==> src/rcb_defs.svh <==
`ifndef RCB_DEFS_SVH
`define RCB_DEFS_SVH

// register byte offsets
`define OFS_CONFIG      12'h000
`define OFS_STATUS      12'h004
`define OFS_HOSTCTRL    12'h008
`define OFS_MEMADDR     12'h00C
`define OFS_MEMDATA     12'h010

// host control fields
`define HC_IRQ_BIT      0

// edges the strap synchroniser needs to fill after release
`define CFG_SETTLE      2'h2

// status fields
`define ST_STALL_BIT    0
`define ST_LOCKED_BIT   1
`define ST_DONE_BIT     2
`define ST_ENDIAN_BIT   3
`define ST_PCI_BIT      4
`define ST_DBGLAT_BIT   5
`define ST_BOOT_LSB     8
`define ST_PLL_LSB      12
`define ST_DBG_LSB      16

// boot mode codes
`define BOOT_NONE       2'h0
`define BOOT_HOST       2'h1
`define BOOT_ROM        2'h2

// pll factor codes
`define PLL_BYPASS      2'h0
`define PLL_X6          2'h1
`define PLL_X12         2'h2
`define PLL_RSVD        2'h3

// rom copy
`define ROM_COPY_BYTES  1024
`define ROM_BASE_ADDR   32'h0000_0000
`define CPU_START_ADDR  32'h0000_0000

// lock time, typical figure in microseconds, worst is +150 percent
`define LOCK_TYP_US     75
`define LOCK_MAX_PCT    250
`define CLK_MHZ         40
`define LOCK_CYCLES     ((`LOCK_TYP_US * `LOCK_MAX_PCT * `CLK_MHZ + 99) / 100)

`endif

==> src/rcb_pkg.sv <==
package rcb_pkg;
    typedef enum logic [2:0] {
        ST_RESET    = 3'b000,
        ST_LOCK     = 3'b001,
        ST_HOSTWAIT = 3'b010,
        ST_ROMCOPY  = 3'b011,
        ST_SDRAM    = 3'b100,
        ST_RUN      = 3'b101
    } boot_state_e;
endpackage : rcb_pkg

==> src/reset_clock_boot_control.sv <==
`timescale 1ns/1ps
`include "rcb_defs.svh"
module reset_clock_boot_control #(
    parameter int LOCK_CYCLES = `LOCK_CYCLES
) (
    input  wire logic        ref_clk,
    input  wire logic        resetn,
    input  wire logic        ref_clock_in,
    input  wire logic        pll_clock_in,
    input  wire logic        pll_factor_sel_hi,
    input  wire logic        pll_factor_sel_lo,
    input  wire logic [1:0]  boot_mode_sel,
    input  wire logic        pci_host_sel,
    input  wire logic        endian_strap,
    input  wire logic        test_resetn_in,
    input  wire logic        test_resetn_driven,
    input  wire logic        debug_mode_sel_1,
    input  wire logic        debug_mode_sel_0,
    input  wire logic        sdram_present,
    input  wire logic        sdram_init_done,
    input  wire logic        cpu_clear_irq,
    input  wire logic [7:0]  rom_data,
    input  wire logic        rom_valid,
    input  wire logic        psel,
    input  wire logic        penable,
    input  wire logic        pwrite,
    input  wire logic [11:0] paddr,
    input  wire logic [31:0] pwdata,
    output logic [31:0]      prdata,
    output logic             pready,
    output logic             pslverr,
    output logic             cpu_clock,
    output logic             pll_enable,
    output logic             cpu_stall,
    output logic [31:0]      cpu_start_addr,
    output logic             cpu_start,
    output logic             emu_resetn,
    output logic [1:0]       debug_mode,
    output logic             host_via_pci,
    output logic             little_endian,
    output logic [31:0]      rom_addr,
    output logic             rom_read,
    output logic [31:0]      mem_addr,
    output logic [31:0]      mem_wdata,
    output logic             mem_write,
    output logic             mem_read,
    input  wire logic [31:0] mem_rdata
);
    localparam logic [31:0] LOCK_CNT = 32'(LOCK_CYCLES);

    typedef struct packed {
        rcb_pkg::boot_state_e state;
        logic        cfgTaken;
        logic [1:0]  cfgWait;
        logic [1:0]  bootMode;
        logic [1:0]  pllSel;
        logic        pci;
        logic        endian;
        logic [31:0] lockCnt;
        logic        locked;
        logic        irqBit;
        logic        irqArmed;
        logic        startPulse;
        logic        trstPrev;
        logic        dbgLatched;
        logic [1:0]  dbgMode;
        logic [31:0] memAddr;
        logic [31:0] memData;
        logic        memWr;
        logic        memRd;
        logic [31:0] rdData;
    } ctl_s;
    ctl_s r;
    ctl_s next_r;

    logic [9:0]  syncOut;
    logic        romStart;
    logic        romDone;
    logic [31:0] pWrAddr;
    logic [31:0] pWrData;
    logic        pWrValid;

    strap_sync #(.WIDTH(10)) u_sync (
        .ref_clk  (ref_clk),
        .resetn   (resetn),
        .async_in ({pll_factor_sel_hi, pll_factor_sel_lo, boot_mode_sel, pci_host_sel, endian_strap,
                    test_resetn_driven, test_resetn_in, debug_mode_sel_1, debug_mode_sel_0}),
        .sync_out (syncOut)
    );

    wire [1:0] sPll  = syncOut[9:8];
    wire [1:0] sBoot = syncOut[7:6];
    wire       sPci  = syncOut[5];
    wire       sEnd  = syncOut[4];
    // undriven test reset reads as asserted
    wire       sTrst = syncOut[3] & syncOut[2];
    wire [1:0] sDbg  = syncOut[1:0];

    assign romStart = (r.state == rcb_pkg::ST_ROMCOPY);

    rom_packer u_pack (
        .ref_clk      (ref_clk),
        .resetn       (resetn),
        .start        (romStart),
        .littleEndian (r.endian),
        .romData      (rom_data),
        .romValid     (rom_valid),
        .romAddr      (rom_addr),
        .romRead      (rom_read),
        .wrAddr       (pWrAddr),
        .wrData       (pWrData),
        .wrValid      (pWrValid),
        .done         (romDone)
    );

    function automatic logic multMode(input logic [1:0] sel);
        return (sel == `PLL_X6) || (sel == `PLL_X12);
    endfunction : multMode

    wire apbAcc = psel && penable;
    wire apbWr  = apbAcc && pwrite;
    wire apbRd  = apbAcc && !pwrite;
    wire hostMode = (r.bootMode == `BOOT_HOST);
    wire stalled  = (r.state != rcb_pkg::ST_RUN);
    wire hostSet  = apbWr && (paddr == `OFS_HOSTCTRL) && pwdata[`HC_IRQ_BIT];

    always_comb begin
        next_r            = r;
        next_r.startPulse = 1'b0;
        next_r.memWr      = 1'b0;
        next_r.memRd      = 1'b0;
        next_r.trstPrev   = sTrst;
        if (!r.cfgTaken && r.cfgWait != `CFG_SETTLE) begin
            next_r.cfgWait = r.cfgWait + 2'h1;
        end
        // straps taken once, after the synchroniser has filled
        if (!r.cfgTaken && r.cfgWait == `CFG_SETTLE) begin
            next_r.cfgTaken = 1'b1;
            next_r.bootMode = sBoot;
            next_r.pllSel   = sPll;
            next_r.pci      = sPci;
            next_r.endian   = sEnd;
            next_r.trstPrev = sTrst;
        end
        // test reset rise after device reset release
        if (r.cfgTaken && sTrst && !r.trstPrev) begin
            next_r.dbgMode    = sDbg;
            next_r.dbgLatched = 1'b1;
        end
        if (!sTrst) begin
            next_r.dbgLatched = 1'b0;
        end
        if (r.state == rcb_pkg::ST_LOCK && !r.locked) begin
            next_r.lockCnt = r.lockCnt + 32'h1;
            if (r.lockCnt >= LOCK_CNT - 32'h1) begin
                next_r.locked = 1'b1;
            end
        end
        // host irq bit: set ignored until cleared, set wins over clear
        if (cpu_clear_irq && !stalled) begin
            next_r.irqBit   = 1'b0;
            next_r.irqArmed = 1'b1;
        end
        if (hostSet && r.irqArmed) begin
            next_r.irqBit   = 1'b1;
            next_r.irqArmed = 1'b0;
        end
        // host memory access path
        if (apbWr && paddr == `OFS_MEMADDR) begin
            next_r.memAddr = pwdata;
        end
        if (apbWr && paddr == `OFS_MEMDATA && hostMode) begin
            next_r.memData = pwdata;
            next_r.memWr   = 1'b1;
        end
        if (apbRd && paddr == `OFS_MEMDATA && hostMode) begin
            next_r.memRd = 1'b1;
        end
        if (pWrValid) begin
            next_r.memAddr = pWrAddr;
            next_r.memData = pWrData;
            next_r.memWr   = 1'b1;
        end
        unique case (r.state)
            rcb_pkg::ST_RESET: begin
                if (r.cfgTaken) begin
                    next_r.state = multMode(r.pllSel) ? rcb_pkg::ST_LOCK : rcb_pkg::ST_HOSTWAIT;
                    next_r.locked = !multMode(r.pllSel);
                    if (!multMode(r.pllSel)) begin
                        next_r.state = (r.bootMode == `BOOT_HOST) ? rcb_pkg::ST_HOSTWAIT :
                                       (r.bootMode == `BOOT_ROM)  ? rcb_pkg::ST_ROMCOPY  :
                                                                    rcb_pkg::ST_SDRAM;
                    end
                end
            end
            rcb_pkg::ST_LOCK: begin
                if (r.locked) begin
                    next_r.state = (r.bootMode == `BOOT_HOST) ? rcb_pkg::ST_HOSTWAIT :
                                   (r.bootMode == `BOOT_ROM)  ? rcb_pkg::ST_ROMCOPY  :
                                                                rcb_pkg::ST_SDRAM;
                end
            end
            rcb_pkg::ST_HOSTWAIT: begin
                // host irq frees the stall only in host boot
                if (hostMode && hostSet && r.irqArmed) begin
                    next_r.state      = rcb_pkg::ST_RUN;
                    next_r.startPulse = 1'b1;
                end
            end
            rcb_pkg::ST_ROMCOPY: begin
                // last word must reach memory before release
                if (romDone && !pWrValid) begin
                    next_r.state      = rcb_pkg::ST_RUN;
                    next_r.startPulse = 1'b1;
                end
            end
            rcb_pkg::ST_SDRAM: begin
                if (!sdram_present || sdram_init_done) begin
                    next_r.state      = rcb_pkg::ST_RUN;
                    next_r.startPulse = 1'b1;
                end
            end
            rcb_pkg::ST_RUN: begin
            end
            default: begin
                next_r.state = rcb_pkg::ST_RESET;
            end
        endcase
        next_r.rdData = 32'h0000_0000;
        if (psel && !penable && !pwrite) begin
            unique case (paddr)
                `OFS_CONFIG:   next_r.rdData = {26'h0, r.pllSel, r.bootMode, r.pci, r.endian};
                `OFS_STATUS:   next_r.rdData = {14'h0, r.dbgMode, 2'h0, r.pllSel, 2'h0, r.bootMode,
                                               2'h0, r.dbgLatched, r.pci, r.endian,
                                               (r.state == rcb_pkg::ST_RUN), r.locked, stalled};
                `OFS_HOSTCTRL: next_r.rdData = {31'h0, r.irqBit};
                `OFS_MEMADDR:  next_r.rdData = r.memAddr;
                default:       next_r.rdData = 32'h0000_0000;
            endcase
        end
    end

    always_ff @(posedge ref_clk or negedge resetn) begin
        if (!resetn) begin
            r          <= '0;
            r.irqArmed <= 1'b1;
            r.endian   <= 1'b1;
            r.state    <= rcb_pkg::ST_RESET;
        end else begin
            r <= next_r;
        end
    end

    wire validAddr = (paddr == `OFS_CONFIG) || (paddr == `OFS_STATUS) || (paddr == `OFS_HOSTCTRL) ||
                     (paddr == `OFS_MEMADDR) || (paddr == `OFS_MEMDATA);
    assign pready  = 1'b1;
    assign pslverr = apbAcc && !validAddr;
    assign prdata  = (paddr == `OFS_MEMDATA) ? mem_rdata : r.rdData;

    assign cpu_clock      = (r.pllSel == `PLL_BYPASS) ? ref_clock_in : pll_clock_in;
    assign pll_enable     = multMode(r.pllSel);
    assign cpu_stall      = stalled;
    assign cpu_start_addr = `CPU_START_ADDR;
    assign cpu_start      = r.startPulse;
    assign emu_resetn     = sTrst;
    assign debug_mode     = r.dbgMode;
    assign host_via_pci   = r.pci;
    assign little_endian  = r.endian;
    assign mem_addr       = r.memAddr;
    assign mem_wdata      = r.memData;
    assign mem_write      = r.memWr;
    assign mem_read       = r.memRd;

    a_stall_until_lock: assert property (@(posedge ref_clk) disable iff (!resetn)
        (!r.locked) |-> cpu_stall) else $error("stall released before lock");
    a_start_pulse: assert property (@(posedge ref_clk) disable iff (!resetn)
        cpu_start |=> !cpu_start && !cpu_stall) else $error("start not single");
    a_host_release: assert property (@(posedge ref_clk) disable iff (!resetn)
        (r.state == rcb_pkg::ST_HOSTWAIT && hostSet && r.irqArmed) |=> !cpu_stall)
        else $error("host irq did not release");
    a_irq_blocked: assert property (@(posedge ref_clk) disable iff (!resetn)
        (!r.irqArmed && !cpu_clear_irq) |=> !r.irqArmed) else $error("irq rearmed early");
    a_rom_release: assert property (@(posedge ref_clk) disable iff (!resetn)
        (r.state == rcb_pkg::ST_ROMCOPY && romDone && !pWrValid) |=> cpu_start)
        else $error("rom done no start");
    a_sdram_wait: assert property (@(posedge ref_clk) disable iff (!resetn)
        (r.state == rcb_pkg::ST_SDRAM && sdram_present && !sdram_init_done) |=> cpu_stall)
        else $error("ran before sdram init");
    a_cfg_static: assert property (@(posedge ref_clk) disable iff (!resetn)
        r.cfgTaken |=> $stable(r.bootMode) && $stable(r.pllSel)) else $error("config changed");
    a_dbg_latch: assert property (@(posedge ref_clk) disable iff (!resetn)
        (r.cfgTaken && sTrst && !r.trstPrev) |=> debug_mode == $past(sDbg)) else $error("debug not latched");
endmodule : reset_clock_boot_control

==> src/rom_packer.sv <==
`timescale 1ns/1ps
`include "rcb_defs.svh"
module rom_packer (
    input  wire logic        ref_clk,
    input  wire logic        resetn,
    input  wire logic        start,
    input  wire logic        littleEndian,
    input  wire logic [7:0]  romData,
    input  wire logic        romValid,
    output logic [31:0]      romAddr,
    output logic             romRead,
    output logic [31:0]      wrAddr,
    output logic [31:0]      wrData,
    output logic             wrValid,
    output logic             done
);
    typedef struct packed {
        logic        busy;
        logic        rd;
        logic [10:0] cnt;
        logic [31:0] word;
        logic [31:0] wAddr;
        logic        wValid;
        logic        fin;
    } pack_s;
    pack_s r;
    pack_s next_r;

    always_comb begin
        next_r        = r;
        next_r.wValid = 1'b0;
        if (start && !r.busy && !r.fin) begin
            next_r.busy = 1'b1;
            next_r.rd   = 1'b1;
            next_r.cnt  = '0;
        end else if (r.busy && romValid) begin
            // pack bytes in system endian order
            if (littleEndian) begin
                next_r.word = {romData, r.word[31:8]};
            end else begin
                next_r.word = {r.word[23:0], romData};
            end
            if (r.cnt[1:0] == 2'h3) begin
                next_r.wValid = 1'b1;
                next_r.wAddr  = `CPU_START_ADDR + {21'h0, r.cnt[10:2], 2'h0};
            end
            next_r.cnt = r.cnt + 11'h001;
            if (r.cnt == 11'(`ROM_COPY_BYTES - 1)) begin
                next_r.busy = 1'b0;
                next_r.rd   = 1'b0;
                next_r.fin  = 1'b1;
            end
        end
    end

    always_ff @(posedge ref_clk or negedge resetn) begin
        if (!resetn) begin
            r <= '0;
        end else begin
            r <= next_r;
        end
    end

    assign romAddr = `ROM_BASE_ADDR + {21'h0, r.cnt};
    assign romRead = r.rd;
    assign wrAddr  = r.wAddr;
    assign wrData  = r.word;
    assign wrValid = r.wValid;
    assign done    = r.fin;
endmodule : rom_packer

==> src/strap_sync.sv <==
`timescale 1ns/1ps
module strap_sync #(
    parameter int WIDTH = 1
) (
    input  wire logic             ref_clk,
    input  wire logic             resetn,
    input  wire logic [WIDTH-1:0] async_in,
    output logic      [WIDTH-1:0] sync_out
);
    typedef struct packed {
        logic [WIDTH-1:0] first;
        logic [WIDTH-1:0] second;
    } sync_s;
    sync_s r;
    sync_s next_r;

    always_comb begin
        next_r        = r;
        next_r.first  = async_in;
        next_r.second = r.first;
    end

    always_ff @(posedge ref_clk or negedge resetn) begin
        if (!resetn) begin
            r <= '0;
        end else begin
            r <= next_r;
        end
    end

    assign sync_out = r.second;
endmodule : strap_sync

==> config.mk <==
export PLATFORM = sky130hd
export DESIGN_NAME = reset_clock_boot_control
export DESIGN_NICKNAME = d
export VERILOG_FILES = /design/src/rcb_pkg.sv /design/src/reset_clock_boot_control.sv /design/src/rom_packer.sv /design/src/strap_sync.sv
export VERILOG_INCLUDE_DIRS = /design/src
export SDC_FILE = /design/constraint.sdc
export NUM_CORES = 1
export LEC_CHECK = 0
export BUFFER_PORTS_ARGS = -buffer_cell sky130_fd_sc_hd__buf_4
export CAP_MARGIN = 10
export CORE_AREA = 8 8 147 149
export CTS_CLUSTER_DIAMETER = 40
export DETAILED_ROUTE_END_ITERATION = 6
export DIE_AREA = 0 0 155 157
export PLACE_DENSITY = 0.9
export SYNTH_ARGS = -nofsm -noshare
export SYNTH_HDL_FRONTEND = slang
export SYNTH_SLANG_ARGS = --single-unit
==> constraint.sdc <==
create_clock -name ref_clk -period 3.2 [get_ports ref_clk]
set_clock_uncertainty 0.05 [all_clocks]
set_input_delay 0.16 -clock ref_clk [delete_from_list [all_inputs] [get_ports ref_clk]]
set_output_delay 0.16 -clock ref_clk [all_outputs]
set_load 0.02 [all_outputs]
Word level (Yosys, flattened, before mapping)
Index checks and enable logic that the tools add are counted.

Flip-flop bits (word level): 226. Bits in latches: 0. RAM bits: 0. Bits in read-only memories: 0. Output and inout port bits: 174. Word-level logic and storage cells: 153. Memories kept: 0.

Add/sub/neg operators: 3. Multipliers: 0. Divide/modulo/power cells: 0. $lt $le $gt $ge: 1. Eq/ne operators: 24. Shift-type cells: 0. Muxes and demuxes: 36. Bitwise operators: 3. Reduce and logical (&&, ||, !) cells: 57.

Operators with widths (number): $mux 32 (4); $pmux 32 s4 (1); $mux 79 (1); $mux 65 (1); $mux 33 (1); $add 32x1->32 const B (1); $ge 32x13->1 const B (1); $mux 3 (9); $logic_and 1x1->1 (26); $eq 12x4->1 const B (2); $pmux 3 s6 (1); $mux 13 (1); $eq 12x3->1 const B (1); $eq 12x5->1 const B (1); $logic_not 1->1 (12); $logic_not 12->1 (1); $mux 12 (1); $ne 2x2->1 const B (6); $add 11x1->11 const B (1); $eq 11x10->1 const B (1); $mux 1 (11); $reduce_bool 2->1 (5); $eq 2x2->1 const B (4); $mux 2 (4); other kinds (16) (27).

Longest topological paths before layout
Word-level depth: 8. Gate-level depth with buffers: 8.

Cells and area by module
A second synthesis with hierarchy kept.

Cells, all modules: 1190. Area total of the unflattened synthesis: 11516.0 sq um.

Modules (own cells, without submodules): reset_clock_boot_control (instances 1, cells an instance 901, area each 8215.4 sq um); rom_packer (instances 1, cells an instance 269, area each 2800.2 sq um); strap_sync (instances 1, cells an instance 20, area each 500.5 sq um).

Worst setup path after synthesis
OpenSTA, ideal clock, no wires.

Path type: reg-to-reg. From: register r[149] in the netlist's numbering. To: register r[129] in the netlist's numbering. Setup time: 0.123 ns. Arrival time: 1.814 ns. Required time: 3.027 ns. Path slack: 1.213 ns. Stages on the path, launching flop included: 7. Path buffers: 1. Path through: dfrtp_1 > nor4b_4 > and4_1 > buf_6 > nand2_4 > or4_4 > xnor2_2.

Longest elaborated chain between the ends: 2.

RTL lines: start, declared (RTL line reset_clock_boot_control.sv:73) `ctl_s r;`; start signal, assigned (RTL line reset_clock_boot_control.sv:250) `r <= next_r;`; $eq 3x1->1 (RTL line reset_clock_boot_control.sv:153) `if (r.state == rcb_pkg::ST_LOCK && !r.locked) begin`; $logic_and 1x1->1 (RTL line reset_clock_boot_control.sv:153).

Every way passes these cells. A chain may end at the register's enable or synchronous reset.

Final worst setup path
From: input port paddr[2]. To: output port prdata[18].

Longest elaborated chain between the ends: 2.

RTL lines: start, declared (RTL line reset_clock_boot_control.sv:27) `input wire logic [11:0] paddr,`; $eq 12x5->1 (no line); $mux 32 (RTL line reset_clock_boot_control.sv:258) `` assign prdata = (paddr == `OFS_MEMDATA) ? mem_rdata : r.rdData; ``; end, declared (RTL line reset_clock_boot_control.sv:29) `output logic [31:0] prdata,`.

Every way passes these cells.

==> qor.csv <==
metric,value,unit
synthXorXnorAreaFrac,2.86,%
insertion_delay,0.53,ns
io_pins,279,
grt_pass1_vias,8864,
syn-instance-count,1014,
drc_errors,0,
grt_usage,25.5,%
post_cts_resized,0,
clkSlewWorstSetupHoldPaths,0.05,ns
ff2ff_setup_slack,0.86,ns
final_cell_mix,"buf_4, dfrtp_1, nand2_1",
cts_buffer_depth,3,
hold_viol,0,
place.gp.congestion,0.865,
tightest_slew,0.954,ns
nNetsFinal,1341,
r2r_end,r[2]$_DFF_PN0_,
maxCapViolCount,0,
antenna_found_initial,1,
rsz0062_at_grt,no,
critPathArrivalTime,2.18,ns
ys_seq_elements,225,
nFillCells,1170,
rows,51,
cts_tree,yes,
crit-reg2reg-launch,r[149]$_DFFE_PN0P_,
hold_ws,0.0377,ns
drtIter0Drc,707,
synth_compound_area_share,6.61,%
yosys.area_share.simple,13.2,%
holdPathEnd,r[1]$_DFF_PN0_,
startpoint_type,primary input,
area_delta_synth_final,26.6,%
fin_crit,2.39,ns
setup_viol,0,
hold_class,in2reg,
leakage,0.00677,uW
synth-edff-count,0,
cp.required,2.99,ns
die_area,24300,um^2
slew_viol_final,0,
syn_avg_cell_area,10.8,um^2
path_max_fanout,33,
synthFlopType,dfrtp_1,
hpwl,21100,um
min_path_cells,4,
clock_sinks,225,
post_cts.repair.setup_buffers,0,
synth_top_family_by_area,multiplexers,
initial_core_util,57.2,%
fmax,0.419,GHz
syn-cell-area,11000,um^2
powerDensity,658,nW/um^2
timing.critical_path.from,paddr[2],
ctsHtreeMaxLevel,1,
top_layer_used,met4,
grt-ovfl-total,0,
async_reset_ff_share,100,%
grt_max_degree,113,
dieWidth,155,um
synth.mux.area_fraction,14.5,%
status,"complete, no violations",
tns,0,ns
ys_warn_count,0,
vias_per_cell,5.54,
final.period_utilization,74.6,%
hp-start,paddr[3],
grt_pass1_wl,49100,um
end_kind,output pin,
coreArea,19200,um^2
wl,31800,um
dp_slack,0.859,ns
vias,8406,
ff2ff_path_depth,6,
ir_drop,0.444,mV
drtPass1Iterations,5,
dpl_cell_area,12200,um^2
cts_hold_buffers,61,
cts_made_buffers,30,
post_drt_wl_per_cell,21.0,um
layout-drive-gt1-share,33.0,%
final_common_cell,buf_4,
port_buffers,224,
dr_wl_met3,3040,um
ant_nets,0,
slew_headroom,36.4,%
wl_met2,15700,um
yosysSeqAreaShare,51.3,%
die_y,157,um
cts_root_buffer,clkbuf_16,
synth_adder_area_share,0.684,%
wl_met1,11900,um
critical_path_class,in2out,
final_area,13900,um^2
synthDistinctLibCells,59,
finalWorstSetupSlack,0.813,ns
-- Yosys cell counts, drive strengths merged (2+ instances only) --
cell / instances / share of area (%)
nand4: 14 / 0.91
a21oi: 42 / 1.9
nand2: 121 / 4.2
clkbuf: 34 / 1.2
xor2: 12 / 0.96
dfrtp: 223 / 51
and3: 3 / 0.17
nand3: 22 / 1.0
or3: 3 / 0.17
a31oi: 12 / 0.68
and4: 2 / 0.16
conb: 2 / 0.068
o21a: 2 / 0.14
ha: 6 / 0.68
o21ai: 54 / 2.5
nor2b: 15 / 0.85
xnor2: 23 / 1.9
nor3: 9 / 0.41
or2: 4 / 0.23
nand2b: 3 / 0.17
inv: 22 / 0.75
o311ai: 2 / 0.16
mux2i: 33 / 3.0
dfstp: 2 / 0.48
nor4b: 3 / 0.43
or4: 2 / 0.17
nor4: 12 / 0.96
nor2: 40 / 1.4
buf: 131 / 8.8
and3b: 2 / 0.16
mux2: 110 / 11
and2: 25 / 1.4
a22oi: 11 / 0.75
-- layout make-up --
type / count / area (um^2) / share of cell area, %
Inverter: 22 / 82.6 / 0.594
Multi-Input combinational cell: 654 / 4370 / 31.4
Sequential cell: 225 / 5630 / 40.5
Clock inverter: 19 / 254 / 1.83
Tap cell: 265 / 332 / 2.39
Timing Repair Buffer: 297 / 2410 / 17.4
Antenna cell: 1 / 2.50 / 0.0180
Clock buffer: 35 / 811 / 5.83
-- report_power, final --
part           total [uW]  internal, uW  switching, uW
clock                3520          2220           1300
combinational        2000           925           1080
sequential           3620          3230            398
total                9150          6370           2780
-- cells by family (layout without fill, tap and decap cells) --
| group | count (synthesis) | after routing |
|---|---|---|
| buffers and inverters | 187 | 373 |
| adder cells (fa/ha/maj) | 6 | 6 |
| multiplexers | 144 | 144 |
| flip-flops | 225 | 225 |
| other | 2 | 55 |
| XOR/XNOR | 35 | 35 |
| AND/OR/NAND/NOR | 285 | 285 |
| AO/OA/AOI/OAI | 130 | 130 |
-- worst max path at each step --
stage	to	slack [ns]	cells past startpoint
2_1_floorplan	r[129]$_DFFE_PN0P_	1.21	6
3_3_place_gp	r[30]$_DFF_PN0_	0.92	5
3_5_place_dp	r[30]$_DFF_PN0_	0.86	5
4_1_cts	prdata[10]	0.82	7
5_1_grt	prdata[18]	0.75	7
6_report	prdata[18]	0.81	7
-- state kept, by name, indices dropped and copies added (netlist names), 2 cells and up --
register / flops
u_pack.wrAddr: 9
r: 79
u_pack.wrData: 32
u_pack.r: 11
u_sync.sync_out: 10
mem_wdata: 32
mem_addr: 32
debug_mode: 2
u_sync.next_r: 10
-- worst max-delay path, cell delays in order --
cell	delay [ns]
dlygate4sd3_1	0.54
buf_4	0.17
nor3b_1	0.26
nand4_2	0.18
buf_4	0.33
mux2_2	0.34
buf_4	0.17
-- metrics by stage --
step	utilization (%)	power [uW]	std cells
floorplan	-	4950	1066
global placement	63.6	5460	1402
detailed placement	63.6	5550	1402
CTS	72.3	9130	1517
global route	72.3	9470	1518
finish	72.3	9150	1518
-- per-layer routing --
layer	vias up	global-route usage, %
li1	3725	-
met1	4108	30.6
met2	485	43.8
met3	88	6.03
met4	0	9.89
met5	-	0
No activity file was read; power rests on OpenSTA's default activity.
